File: src/logic/apt_defs.svh
`ifndef APT_DEFS_SVH
`define APT_DEFS_SVH
// ==========================================================
// Register map (byte addresses)
`define APT_REG_CTRL 12'h000
`define APT_REG_COUNT 12'h004
`define APT_REG_STATUS 12'h008
`define APT_REG_DATA 12'h00c
`define APT_REG_SWCONV 12'h010
// ==========================================================
// Control fields
`define APT_CTRL_SRC_LSB 0
`define APT_CTRL_TRIG_BIT 2
`define APT_CTRL_GATE_BIT 3
`define APT_CTRL_CASC_BIT 4
`define APT_CTRL_EOCIE_BIT 5
`define APT_CTRL_START_BIT 6
`define APT_CTRL_RESET 7'h00
// ==========================================================
// Status fields
`define APT_ST_EMPTY_BIT 0
`define APT_ST_FULL_BIT 1
`define APT_ST_OVR_BIT 2
`define APT_ST_BUSY_BIT 3
`define APT_ST_ARMED_BIT 4
// ==========================================================
// Timing
`define APT_CLK_MHZ 125
`define APT_TB_MHZ 1
`define APT_TB_DIV (`APT_CLK_MHZ / `APT_TB_MHZ)
`define APT_FAST_RESET 16'h0019
`define APT_SLOW_RESET 16'h0001
`endif

File: src/logic/apt_pkg.sv
package apt_pkg;
    typedef enum logic [1:0] {APT_SRC_SW, APT_SRC_INT, APT_SRC_EXT}
        apt_src_t;
    typedef enum logic [1:0] {APT_IDLE, APT_WAIT, APT_RUN} apt_state_t;
endpackage

File: src/logic/apt_top.sv
// Local design decisions: the register addresses and register access over APB.
`timescale 1ns/10ps
`default_nettype none
`include "apt_defs.svh"
// Overview of operation
// Internal start converts at once, loads counter, converts and reloads at zero.
// Pacing counters decrement from a 1 MHz time base.
// Normal mode: fast counter alone paces each conversion.
// Cascaded: fast zero reloads and decrements slow; both zero converts.
// Base model starts fast counter on bus clock over two until internal.
// External source arms; every later external falling edge converts.
// External clock selected blocks that pin as interrupt source.
// External clock stays at or below 40 kHz.
// At gain 500 keep rate at or below 25 kHz.
// Software trigger starts conversions on start with no wait.
// Hardware trigger is a rising edge on trigger/gate input.
// Trigger with internal clock: counters idle, first conversion at trigger.
// Trigger with external clock: trigger arms, next falling edge converts.
// Gate is active high; conversions only while gate is high.
// Gate and trigger not together; gate low at start holds off.
// Gate with external clock stays aligned to external edges.
// Gate with internal clock stops counting, reloads on each rise.
// Four-entry FIFO stores each hardware-paced result.
// Software source disables FIFO logic and clears it.
// Overwrite of unread entries raises an overrun error.
// End-of-conversion interrupt, when enabled, flags a non-empty FIFO, or with software source any time sw_busy is low.
// Host reads every result from the data port; no DMA.
// Software conversion: host polls busy then reads result.
// Reset selects software-initiated conversions.
// Cascaded counters reload and keep pacing after each conversion.
module apt_top import apt_pkg::*; #(
    parameter int DATA_W = 12,
    parameter int DEPTH = 4,
    parameter bit BASE_MODEL = 1'b1
) (
    input wire logic CLOCK,
    input wire logic RSTN,
    input wire logic CE,
    input wire logic PSEL,
    input wire logic PENABLE,
    input wire logic PWRITE,
    input wire logic [11:0] PADDR,
    input wire logic [31:0] PWDATA,
    output logic [31:0] PRDATA,
    output logic PREADY,
    output logic PSLVERR,
    input wire logic TRIGGER_GATE_INPUT,
    input wire logic EXT_CLOCK_IRQ_INPUT,
    output logic CONV_START,
    input wire logic CONV_DONE,
    input wire logic [DATA_W-1:0] CONV_DATA,
    output logic EXT_IRQ_REQ,
    output logic EOC_IRQ,
    output logic MASTER_PACE_OUTPUT
);
    initial begin
        if (DEPTH != 4 || DATA_W < 1 || DATA_W > 16)
            $error("apt_top: unsupported DEPTH or DATA_W");
    end
    // ==========================================================
    // Pin synchronisers
    logic [2:0] trg_sy, xck_sy;
    always_ff @(posedge CLOCK or negedge RSTN) begin
        if (!RSTN) begin
            trg_sy <= 3'h0;
            xck_sy <= 3'h0;
        end else if (CE) begin
            trg_sy <= {trg_sy[1:0], TRIGGER_GATE_INPUT};
            xck_sy <= {xck_sy[1:0], EXT_CLOCK_IRQ_INPUT};
        end
    end
    wire gate_hi = trg_sy[1];
    wire trg_rise = trg_sy[1] & ~trg_sy[2];
    wire xck_fall = ~xck_sy[1] & xck_sy[2];
    // ==========================================================
    // Registers
    logic [6:0] ctrl;
    logic [15:0] fast_count, slow_count;
    logic [DATA_W-1:0] sw_result;
    logic sw_busy, overrun;
    apt_src_t src;
    assign src = apt_src_t'(ctrl[`APT_CTRL_SRC_LSB +: 2]);
    wire trig_en = ctrl[`APT_CTRL_TRIG_BIT];
    wire gate_en = ctrl[`APT_CTRL_GATE_BIT] & ~trig_en;
    wire casc = ctrl[`APT_CTRL_CASC_BIT];
    wire start = ctrl[`APT_CTRL_START_BIT];
    wire acc = PSEL & PENABLE & PREADY;
    wire wr = acc & PWRITE;
    wire rd = acc & ~PWRITE;
    wire rd_data = rd && PADDR == `APT_REG_DATA;
    wire sw_cmd = wr && PADDR == `APT_REG_SWCONV && src == APT_SRC_SW;
    always_ff @(posedge CLOCK or negedge RSTN) begin
        if (!RSTN) begin
            ctrl <= `APT_CTRL_RESET;
            fast_count <= `APT_FAST_RESET;
            slow_count <= `APT_SLOW_RESET;
        end else if (CE && wr) begin
            if (PADDR == `APT_REG_CTRL)
                ctrl <= PWDATA[6:0];
            if (PADDR == `APT_REG_COUNT) begin
                fast_count <= PWDATA[15:0];
                slow_count <= PWDATA[31:16];
            end
        end
    end
    // ==========================================================
    // Time bases: 1 MHz tick and bus clock over two
    logic [6:0] tb_cnt;
    logic tb_tick, half_tick;
    always_ff @(posedge CLOCK or negedge RSTN) begin
        if (!RSTN) begin
            tb_cnt <= 7'h00;
            tb_tick <= 1'b0;
            half_tick <= 1'b0;
        end else if (CE) begin
            half_tick <= ~half_tick;
            tb_tick <= tb_cnt == 7'(`APT_TB_DIV - 1);
            if (tb_cnt == 7'(`APT_TB_DIV - 1))
                tb_cnt <= 7'h00;
            else
                tb_cnt <= tb_cnt + 7'h01;
        end
    end
    // Base model keeps fast counter on bus clock over two until internal
    logic int_seen;
    always_ff @(posedge CLOCK or negedge RSTN) begin
        if (!RSTN)
            int_seen <= 1'b0;
        else if (CE && src == APT_SRC_INT)
            int_seen <= 1'b1;
    end
    wire fast_tick = (BASE_MODEL && !int_seen) ? half_tick : tb_tick;
    // ==========================================================
    // Pacing state machine
    apt_state_t state;
    logic [15:0] fast_cur, slow_cur;
    logic gate_q;
    logic pace;
    wire hw = src != APT_SRC_SW;
    wire gate_ok = !gate_en || gate_hi;
    wire gate_rise = gate_en && gate_hi && !gate_q;
    wire fast_zero = fast_cur == 16'h0001;
    wire slow_zero = slow_cur == 16'h0001;
    always_ff @(posedge CLOCK or negedge RSTN) begin
        if (!RSTN) begin
            state <= APT_IDLE;
            fast_cur <= 16'h0000;
            slow_cur <= 16'h0000;
            gate_q <= 1'b0;
            pace <= 1'b0;
        end else if (CE) begin
            pace <= 1'b0;
            gate_q <= gate_hi;
            unique case (state)
                APT_IDLE: begin
                    if (start && hw) begin
                        // Trigger wait or gate hold-off first
                        if (trig_en || (gate_en && !gate_hi))
                            state <= APT_WAIT;
                        else begin
                            state <= APT_RUN;
                            pace <= src == APT_SRC_INT;
                        end
                        fast_cur <= fast_count;
                        slow_cur <= slow_count;
                    end
                end
                APT_WAIT: begin
                    if (!start || !hw)
                        state <= APT_IDLE;
                    else if ((trig_en && trg_rise) ||
                             (!trig_en && gate_hi)) begin
                        state <= APT_RUN;
                        pace <= src == APT_SRC_INT;
                        fast_cur <= fast_count;
                        slow_cur <= slow_count;
                    end
                end
                APT_RUN: begin
                    if (!start || !hw)
                        state <= APT_IDLE;
                    else if (src == APT_SRC_EXT) begin
                        pace <= xck_fall && gate_ok;
                    end else if (gate_rise) begin
                        fast_cur <= fast_count;
                        slow_cur <= slow_count;
                    end else if (gate_ok && fast_tick) begin
                        if (!fast_zero)
                            fast_cur <= fast_cur - 16'h0001;
                        else begin
                            fast_cur <= fast_count;
                            if (!casc)
                                pace <= 1'b1;
                            else if (slow_zero) begin
                                pace <= 1'b1;
                                slow_cur <= slow_count;
                            end else
                                slow_cur <= slow_cur - 16'h0001;
                        end
                    end
                end
                default: state <= APT_IDLE;
            endcase
        end
    end
    // ==========================================================
    // Conversion start, software result
    always_ff @(posedge CLOCK or negedge RSTN) begin
        if (!RSTN) begin
            CONV_START <= 1'b0;
            MASTER_PACE_OUTPUT <= 1'b0;
            sw_busy <= 1'b0;
            sw_result <= '0;
        end else if (CE) begin
            CONV_START <= pace || sw_cmd;
            MASTER_PACE_OUTPUT <= pace && src == APT_SRC_INT;
            if (sw_cmd)
                sw_busy <= 1'b1;
            else if (CONV_DONE)
                sw_busy <= 1'b0;
            if (CONV_DONE && src == APT_SRC_SW)
                sw_result <= CONV_DATA;
        end
    end
    // ==========================================================
    // Result FIFO; oldest entry is overwritten on overflow
    logic [DATA_W-1:0] mem [DEPTH];
    logic [1:0] wp, rp;
    logic [2:0] cnt;
    wire push = CONV_DONE && hw;
    wire pop = rd_data && cnt != 3'h0 && hw;
    wire full = cnt == 3'(DEPTH);
    always_ff @(posedge CLOCK or negedge RSTN) begin
        if (!RSTN) begin
            wp <= 2'h0;
            rp <= 2'h0;
            cnt <= 3'h0;
            overrun <= 1'b0;
        end else if (CE) begin
            if (!hw) begin
                wp <= 2'h0;
                rp <= 2'h0;
                cnt <= 3'h0;
            end else begin
                if (push) begin
                    mem[wp] <= CONV_DATA;
                    wp <= wp + 2'h1;
                end
                if (push && full && !pop)
                    rp <= rp + 2'h1;
                else if (pop)
                    rp <= rp + 2'h1;
                if (push && !pop && !full)
                    cnt <= cnt + 3'h1;
                else if (pop && !push)
                    cnt <= cnt - 3'h1;
            end
            // Set wins over the clear by status read
            if (push && full && !pop)
                overrun <= 1'b1;
            else if (rd && PADDR == `APT_REG_STATUS)
                overrun <= 1'b0;
        end
    end
    // ==========================================================
    // Interrupt outputs and APB read path
    always_ff @(posedge CLOCK or negedge RSTN) begin
        if (!RSTN) begin
            EOC_IRQ <= 1'b0;
            EXT_IRQ_REQ <= 1'b0;
            PRDATA <= 32'h0;
            PREADY <= 1'b0;
            PSLVERR <= 1'b0;
        end else if (CE) begin
            EOC_IRQ <= ctrl[`APT_CTRL_EOCIE_BIT] &&
                (hw ? cnt != 3'h0 : !sw_busy);
            EXT_IRQ_REQ <= src != APT_SRC_EXT && xck_sy[1];
            PREADY <= PSEL && !PENABLE;
            PSLVERR <= 1'b0;
            PRDATA <= 32'h0;
            if (PSEL && !PENABLE) begin
                unique case (PADDR)
                    `APT_REG_CTRL: PRDATA <= {25'h0, ctrl};
                    `APT_REG_COUNT: PRDATA <= {slow_count, fast_count};
                    `APT_REG_STATUS: PRDATA <= {27'h0,
                        state == APT_WAIT, sw_busy, overrun,
                        full, cnt == 3'h0};
                    `APT_REG_DATA: PRDATA <= 32'(hw ? mem[rp] : sw_result);
                    `APT_REG_SWCONV: PRDATA <= 32'h0;
                    default: PSLVERR <= 1'b1;
                endcase
            end
        end
    end
endmodule // apt_top
`default_nettype wire

File: config.mk
export PLATFORM = sky130hd
export DESIGN_NAME = apt_top
export DESIGN_NICKNAME = d
export VERILOG_FILES = /design/src/logic/apt_pkg.sv /design/src/logic/apt_top.sv
export VERILOG_INCLUDE_DIRS = /design/src /design/src/logic
export SDC_FILE = /design/constraint.sdc
export NUM_CORES = 1
export LEC_CHECK = 0
export BUFFER_PORTS_ARGS = -buffer_cell sky130_fd_sc_hd__buf_4
export CAP_MARGIN = 40
export CORE_ASPECT_RATIO = 1.75
export CORE_MARGIN = 2
export CORE_UTILIZATION = 30
export CTS_BUF_LIST = sky130_fd_sc_hd__clkbuf_4
export CTS_CLUSTER_SIZE = 25
export DETAILED_ROUTE_END_ITERATION = 10
export MAX_ROUTING_LAYER = met4
export PLACE_DENSITY = 0.55
export SYNTH_ARGS = -nofsm -noshare
export SYNTH_HDL_FRONTEND = slang
export SYNTH_SLANG_ARGS = --single-unit
File: constraint.sdc
create_clock -name CLOCK -period 2.4 [get_ports CLOCK]
set_input_delay 0.48 -clock CLOCK [delete_from_list [all_inputs] [get_ports CLOCK]]
set_output_delay 0.48 -clock CLOCK [all_outputs]
set_load 0.05 [all_outputs]
==> results.md, run 1 <==
* Detailed-placement wirelength estimate at 18.1 mm
* Post-synthesis async set-or-reset flop share at 0.756
* Drt initial violations at about 440
* Post-CTS Setup Repair Bufs at 0
* Number of instances in the synthesized netlist at around 770
* Max frequency at ~0.44 GHz
* Initial core utilization at 0.305
* Antenna violations before repair at 1
* Area leader, netlist: sky130_fd_sc_hd__dfrtp_1
* Final clock skew at a little over 30 ps
* Total of max-cap violations at 0
* Via count of the first global-routing pass at 7043
* Launching element type of the critical path: flop
* Top fanout value on the critical path at 3
* Number of nets produced by synthesis at 848
* Total setup violations reported at the end of the flow at 0
* Via count at 6834
* Routability-driven placement congestion ratio at 0.839
* Status: completed
* FF-to-FF setup slack at roughly 120 ps
* Max Transition Viols Final at 0
* Met2 demand-to-capacity share in global routing at 0.309
* Clock root buffer master: sky130_fd_sc_hd__clkbuf_4
* Final Net Count at between 1000 and 1500
* Average footprint of a synthesized cell at roughly 12 um2
* CP endpoint kind: flop
* Count of fill cells added during filler insertion at just under 3000
* Number of H-tree branching levels at 4
* Detailed-routing iteration count for the pre-antenna-repair pass at 5
* Worst Setup Path Type: flop to flop
* Final routed DRC violation total at 0
* Fin Hold WS at between 60 and 70 ps
* Buffers on Ports at ~100
* Fraction of met1 tracks used by global routing at 0.175
* Layout-stage area growth over the synthesis result at 25.6%
* Global routing met3 resource utilization at 0.0237
* Slew @ Worst Pin at between 500 and 600 ps
* Data arrival, critical path at ~2900 ps
* Path category of the worst min-delay check: input pin to flop
* Most instantiated flip-flop cell in the synthesis netlist: sky130_fd_sc_hd__dfrtp_1
* Register area at slightly above 5000 um2
* Cell types with the highest counts after synthesis: sky130_fd_sc_hd__dfrtp_1 (145), sky130_fd_sc_hd__nand2_1 (63), sky130_fd_sc_hd__mux2_2 (57), sky130_fd_sc_hd__edfxtp_1 (48), sky130_fd_sc_hd__o21ai_0 (46)
* Number of unique standard cell types used by synthesis at 61
* Final global-route overflow total at 0
* Detail-routed via count per cell at 5.06
* Layout cell share with drive strength beyond 1 at 0.300
* Biggest area contributors in the synthesized netlist: sky130_fd_sc_hd__dfrtp_1 (39%), sky130_fd_sc_hd__edfxtp_1 (16%), sky130_fd_sc_hd__mux2_2 (7.0%), sky130_fd_sc_hd__mux2i_1 (3.0%), sky130_fd_sc_hd__mux4_2 (2.9%)
* Die W at approximately 140 um
* Site Rows at 84
* Max Buffers Root-to-Sink at 2
* RSZ-0062 raised after global routing: true
* Sequential-to-total area share from yosys stat at 0.563
* Worst-Skew Late Latency at around 640 ps
* Netlist area before placement at 9190 um2
* Hold path cells at 2
* Clock period minus final worst setup slack at about 2300 ps
* Die extent in y at between 200 and 250 um
* Routed Wire Length at 24.8 mm
* Final cycle utilization of the critical path at 0.949
* First-pass GRT wire length at ~40 mm
* Worst slew margin relative to its limit at 0.666
* Number of synthesized flops with an enable pin at 48
* R2r endpoint: cnt[2]
* Placement Setup Slack at -217 ps
* Total power divided by cell area at around 530 nW/um2
* Seq cells post-synth at between 150 and 200
* Static leakage at around 0.0049 uW
* Count of cells along the worst register-to-register path at 8
* Startpoint of the worst hold path: PWDATA[9]
* Boundary Pins at 103
* Core Region at 30200 um2
* Startpoint of the worst register-to-register path: PREADY
* Multi-input combinational cell area at roughly 3800 um2
* Crit path setup slack, layout at roughly 120 ps
* Clock-pin slew of the registers on the worst-case setup and hold paths at about 170 ps
* Clock sink total at 197
* Peak VDD IR at between 0.4 and 0.5 mV
* Global routing's busiest layer: met2
* Hold violation total from the final report at 0
* Clock buffers created by TritonCTS at 17
* Cell with the most instances after synthesis: sky130_fd_sc_hd__dfrtp_1
* CTS tree: built
* Share of the synthesized area in the top cell type at 0.395
* Count of synthesis-stage warnings from yosys at 0
* Die area at between 30000 and 40000 um2
* Worst hold path endpoint: fast_count[9]
* Overall track demand over capacity in global routing at 0.167
* Endpoint required time on the critical path at roughly 3000 ps
* Remaining number of nets flagged by the antenna check after routing at 0
* Largest net degree at the start of global routing at slightly above 80
* Mean routed wirelength per cell at approximately 18 um
[how the worst max path moves through the flow]
stage	to	slack [ps]	start
2_1_floorplan	cnt[2]	20	PADDR[2]
3_3_place_gp	cnt[2]	-190	PWRITE
3_5_place_dp	cnt[2]	-220	PWRITE
4_1_cts	cnt[2]	40	PREADY
5_1_grt	cnt[2]	-20	PREADY
6_report	cnt[2]	120	PREADY
[worst max-delay path: stages, from the launching register on]
cell and delay [ps]:
sky130_fd_sc_hd__dfrtp_2 390, sky130_fd_sc_hd__nand4b_1 230, sky130_fd_sc_hd__nor4_2 320, sky130_fd_sc_hd__nand2_1 110, sky130_fd_sc_hd__nor3b_1 160, sky130_fd_sc_hd__fa_1 410, sky130_fd_sc_hd__nor2b_1 160, sky130_fd_sc_hd__mux2_2 250
sky130_fd_sc_hd__o211ai_1 170
[stage by stage]
stage	instances	setup TNS, ps	area (um2)	util	total power [uW]
after floorplan	772	0	9200	-	3920
after detailed placement	1290	-220	10900	0.362	4210
after CTS	1350	0	11500	0.382	6220
final	1351	0	11500	0.383	6120
after global placement	1290	-187	10900	0.362	4190
after global routing	1351	-16.2	11500	0.383	6430
[cell usage in the layout, fill, tap and decap left out, types with 5 or more instances in the layout]
| cell type | instances |
|---|---|
| sky130_fd_sc_hd__nor3_1 | 22 |
| sky130_fd_sc_hd__nand2_1 | 63 |
| sky130_fd_sc_hd__a22o_1 | 26 |
| sky130_fd_sc_hd__o2bb2ai_1 | 10 |
| sky130_fd_sc_hd__nor4_1 | 6 |
| sky130_fd_sc_hd__nand4_1 | 16 |
| sky130_fd_sc_hd__a221o_1 | 7 |
| sky130_fd_sc_hd__nor2_1 | 28 |
| sky130_fd_sc_hd__o21ai_0 | 46 |
| sky130_fd_sc_hd__ha_1 | 10 |
| sky130_fd_sc_hd__o211ai_1 | 13 |
| sky130_fd_sc_hd__nand3_1 | 23 |
| sky130_fd_sc_hd__a2bb2oi_1 | 6 |
| sky130_fd_sc_hd__dfrtp_1 | 144 |
| sky130_fd_sc_hd__edfxtp_1 | 48 |
| sky130_fd_sc_hd__clkbuf_4 | 18 |
| sky130_fd_sc_hd__xor2_1 | 5 |
| sky130_fd_sc_hd__a22oi_1 | 12 |
| sky130_fd_sc_hd__a21oi_1 | 19 |
| sky130_fd_sc_hd__and3_1 | 14 |
| sky130_fd_sc_hd__a31oi_1 | 5 |
| sky130_fd_sc_hd__dlygate4sd3_1 | 28 |
| sky130_fd_sc_hd__mux4_2 | 12 |
| sky130_fd_sc_hd__buf_12 | 7 |
| sky130_fd_sc_hd__mux2_2 | 57 |
| sky130_fd_sc_hd__mux2i_1 | 28 |
| sky130_fd_sc_hd__nor4_2 | 5 |
| sky130_fd_sc_hd__nor2b_1 | 13 |
| sky130_fd_sc_hd__inv_1 | 25 |
| sky130_fd_sc_hd__nand2b_1 | 6 |
| sky130_fd_sc_hd__buf_4 | 163 |
[flip-flops by register name, summed over array words and instances (netlist names), 7 cells and up]
| signal | count |
|---|---|
| PRDATA | 32 |
| ctrl | 7 |
| fast_count | 16 |
| fast_cur | 16 |
| mem | 48 |
| slow_count | 16 |
| slow_cur | 16 |
| sw_result | 12 |
| tb_cnt | 7 |
[final cells by class]
class                      instances  area share
timing repair buffer             199       0.143
clock inverter                    14      0.0157
antenna                            1    0.000217
sequential                       197       0.448
inverter                          26     0.00845
clock buffer                      18      0.0117
multi-input combinational        509       0.330
tap                              387      0.0419
[timing repair]
item                                   CTS  global route
setup endpoints to repair                0             3
gates resized for setup                  0             3
hold buffers                            28             0
endpoints found under the hold margin   95             0
[report_power, final]
group	total (uW)	switching, uW	internal, uW
clock	1950	1270	679
sequential	3630	84.2	3540
combinational	546	285	261
[cells by family after synthesis]
logic type,count (synthesis),synth area share
AND/OR/NAND/NOR,227,0.130
XOR/XNOR,6,0.00572
AO/OA/AOI/OAI,168,0.128
buffers and inverters,66,0.0280
adder cells (fa/ha/maj),11,0.0158
multiplexers,97,0.130
flip-flops,197,0.563
[per-layer routing]
metal  vias up  share of wire
met5         -              0
met4         0          0.021
met3        27          0.027
met2       124           0.57
met1      3427           0.38
li1       3256              -
No activity file was read; power rests on OpenSTA's default activity.
==> run 2: changes to the inputs <==
BUFFER_PORTS_ARGS = default   (was -buffer_cell sky130_fd_sc_hd__buf_4)
CORE_MARGIN = 10   (was 2)
DONT_BUFFER_PORTS = 1   (was default)
PLACE_DENSITY = 0.52   (was 0.55)
==> results.md, run 2 (synthesis gave the netlist of run 1 again) <==
* Status: finished, violations left
* Violations in the final reports: hold timing
* Die area at 38300 um2 (+19%)
* Largest reg by FF count: mem
* Worst-Skew Late Latency at 640 ps (about the same)
* Post-layout util at 0.360 (-0.0229)
* Top sig layer: met4
* Clock sink total at 197 (unchanged)
* Setup TNS at 0 ps (unchanged)
* Routed wire length on met2 at 14.0 mm (-0.69%)
* Die extent in y at 252 um (+6.8%)
* Largest net degree at the start of global routing at 154 (+88%)
* Peak VDD IR at 0.465 mV (+11%)
* Total setup violations reported at the end of the flow at 0 (unchanged)
* Endpoint required time on the critical path at 2930 ps (-40 ps)
* Mean routed wirelength per cell at 20.0 um (+8.9%)
* Site Rows at 84 (unchanged)
* Largest register FFs at 48 (unchanged)
* R2r endpoint: slow_cur[4]
* Worst Setup Path Type: flop to flop
* Antenna violations before repair at 3 (+2)
* Top fanout value on the critical path at 19 (+16)
* Via count of the first global-routing pass at 6922 (-1.7%)
* Fin Hold WS at -476 ps (-541 ps)
* Amount of wire on met3 after detailed routing at 1.23 mm (+82%)
* Initial core utilization at 0.305 (unchanged)
* Worst slew margin relative to its limit at 0.589 (-0.0770)
* Clock buffers created by TritonCTS at 17 (unchanged)
* Final Net Count at 939 (-8.5%)
* Cts hold-fix bufs at 49 (+75%)
* Routability-driven placement congestion ratio at 0.809 (-3.6%)
* Remaining number of nets flagged by the antenna check after routing at 0 (unchanged)
* Detail-routed via count per cell at 5.14 (+1.6%)
* Layout cell share with drive strength beyond 1 at 0.207 (-0.0935)
* Total of max-cap violations at 0 (unchanged)
* Routed Wire Length at 25.3 mm (+2.1%)
* Buffers on Ports at 0 (-100%)
* Top flop regs: mem (48), PRDATA (32)
* Max frequency at 0.444 GHz (+1.1%)
* RSZ-0062 raised after global routing: false
* Most common cell after layout, fill and taps aside: sky130_fd_sc_hd__dfrtp_1
* Detailed-routing iteration count for the pre-antenna-repair pass at 4 (-1)
* Data arrival, critical path at 2790 ps (-60 ps)
* Clock-pin slew of the registers on the worst-case setup and hold paths at 170 ps (about the same)
* Final cycle utilization of the critical path at 0.939 (-0.0101)
* Final routed DRC violation total at 0 (unchanged)
* Die W at 152 um (+12%)
* Static leakage at 0.00444 uW (-10%)
* Hold violation total from the final report at 149 (+149)
* Core Region at 30200 um2 (unchanged)
* CP endpoint kind: flop
* FF-to-FF setup slack at 150 ps (+20 ps)
* Slew @ Worst Pin at 616 ps (+116 ps)
* Clock period minus final worst setup slack at 2250 ps (-24.2 ps)
* Commonest cells after routing, fill and taps aside: sky130_fd_sc_hd__dfrtp_1 (144), sky130_fd_sc_hd__nand2_1 (63), sky130_fd_sc_hd__buf_4 (59)
* Max Buffers Root-to-Sink at 2 (unchanged)
* Number of H-tree branching levels at 4 (unchanged)
* Final global-route overflow total at 0 (unchanged)
* Layout-stage area growth over the synthesis result at 18.1%
* Path category of the worst min-delay check: input pin to async pin
* Max Transition Viols Final at 0 (unchanged)
* Detailed-placement wirelength estimate at 18.1 mm (+0.28%)
* Clock root buffer master: sky130_fd_sc_hd__clkbuf_4
* Launching element type of the critical path: flop
* Critical path endpoint: slow_cur[4]
* Count of cells along the worst register-to-register path at 8 (unchanged)
* CTS tree: built
* Drt initial violations at 311 (-29%)
* Start point of the critical path: ctrl[3]
* Via count at 6504 (-4.8%)
* Total power divided by cell area at 537 nW/um2 (+1.3%)
* Count of fill cells added during filler insertion at 2926 (+0.65%)
* Met1 Routed Length at 9.56 mm (+0.57%)
* Overall track demand over capacity in global routing at 0.135 (-0.0311)
* Boundary Pins at 103 (unchanged)
* Final clock skew at 19.2 ps (-12.0 ps)
* Startpoint of the worst register-to-register path: ctrl[3]
* First-pass GRT wire length at 39.8 mm (+1.3%)
==> run 2: layer usage <==
| layer | vias up | track usage |
|---|---|---|
| met4 | 0 | 0.0447 |
| met3 | 28 | 0.0385 |
| met5 | - | - |
| li1 | 3080 | - |
| met2 | 114 | 0.250 |
| met1 | 3282 | 0.133 |
==> run 2: report_power, final <==
group / switching, uW / internal [uW]
clock: 1330 / 475
combinational: 183 / 203
sequential: 92.9 / 3540
==> run 2: worst min path at each step <==
stage / start / to / slack [ps] / cells past startpoint
2_1_floorplan: RSTN / CONV_START / 180 / 0
3_3_place_gp: RSTN / PREADY / 190 / 0
3_5_place_dp: RSTN / tb_cnt[1] / 190 / 0
4_1_cts: RSTN / sw_result[10] / -570 / 0
5_1_grt: RSTN / slow_count[9] / -560 / 0
6_report: RSTN / slow_count[9] / -480 / 0
==> run 2: timing repair <==
action | 4_1_cts | 5_1_grt
endpoints found under the setup margin | 0 | 10
setup buffers | 0 | 2
hold endpoints to repair | 268 | 149
resized for setup | 0 | 4
==> run 2: layout make-up <==
cell class              instances  area [um2]  area share
diodes                          3        7.51    0.000692
clock buffers                  17         128      0.0118
clock inverters                15         156      0.0144
inverters                      26        97.6     0.00899
multi-input cells             509        3800       0.351
flip-flops and latches        197        5180       0.477
well taps                     387         484      0.0446
repair buffers                112        1000      0.0921
==> run 2: critical path, stage by stage, from the launching register on <==
cell and delay [ps]:
sky130_fd_sc_hd__dfrtp_1 430, sky130_fd_sc_hd__nor4bb_1 150, sky130_fd_sc_hd__buf_4 140, sky130_fd_sc_hd__nor3b_2 320, sky130_fd_sc_hd__buf_6 260, sky130_fd_sc_hd__and2_1 240, sky130_fd_sc_hd__buf_4 190, sky130_fd_sc_hd__mux2i_1 300
sky130_fd_sc_hd__o2bb2ai_1 110
==> run 2: stage by stage <==
stage               total power (uW)  instances  worst slack, ps  hold slack (ps)  area [um2]
global placement                3990       1179            -45.3              194       10000
floorplan                       3920        772             16.2              184        9200
global route                    6110       1266             4.99             -560       10900
finish                          5820       1266              147             -476       10900
CTS                             5930       1260             74.0             -573       10800
detailed placement              4000       1179            -81.9              195       10000
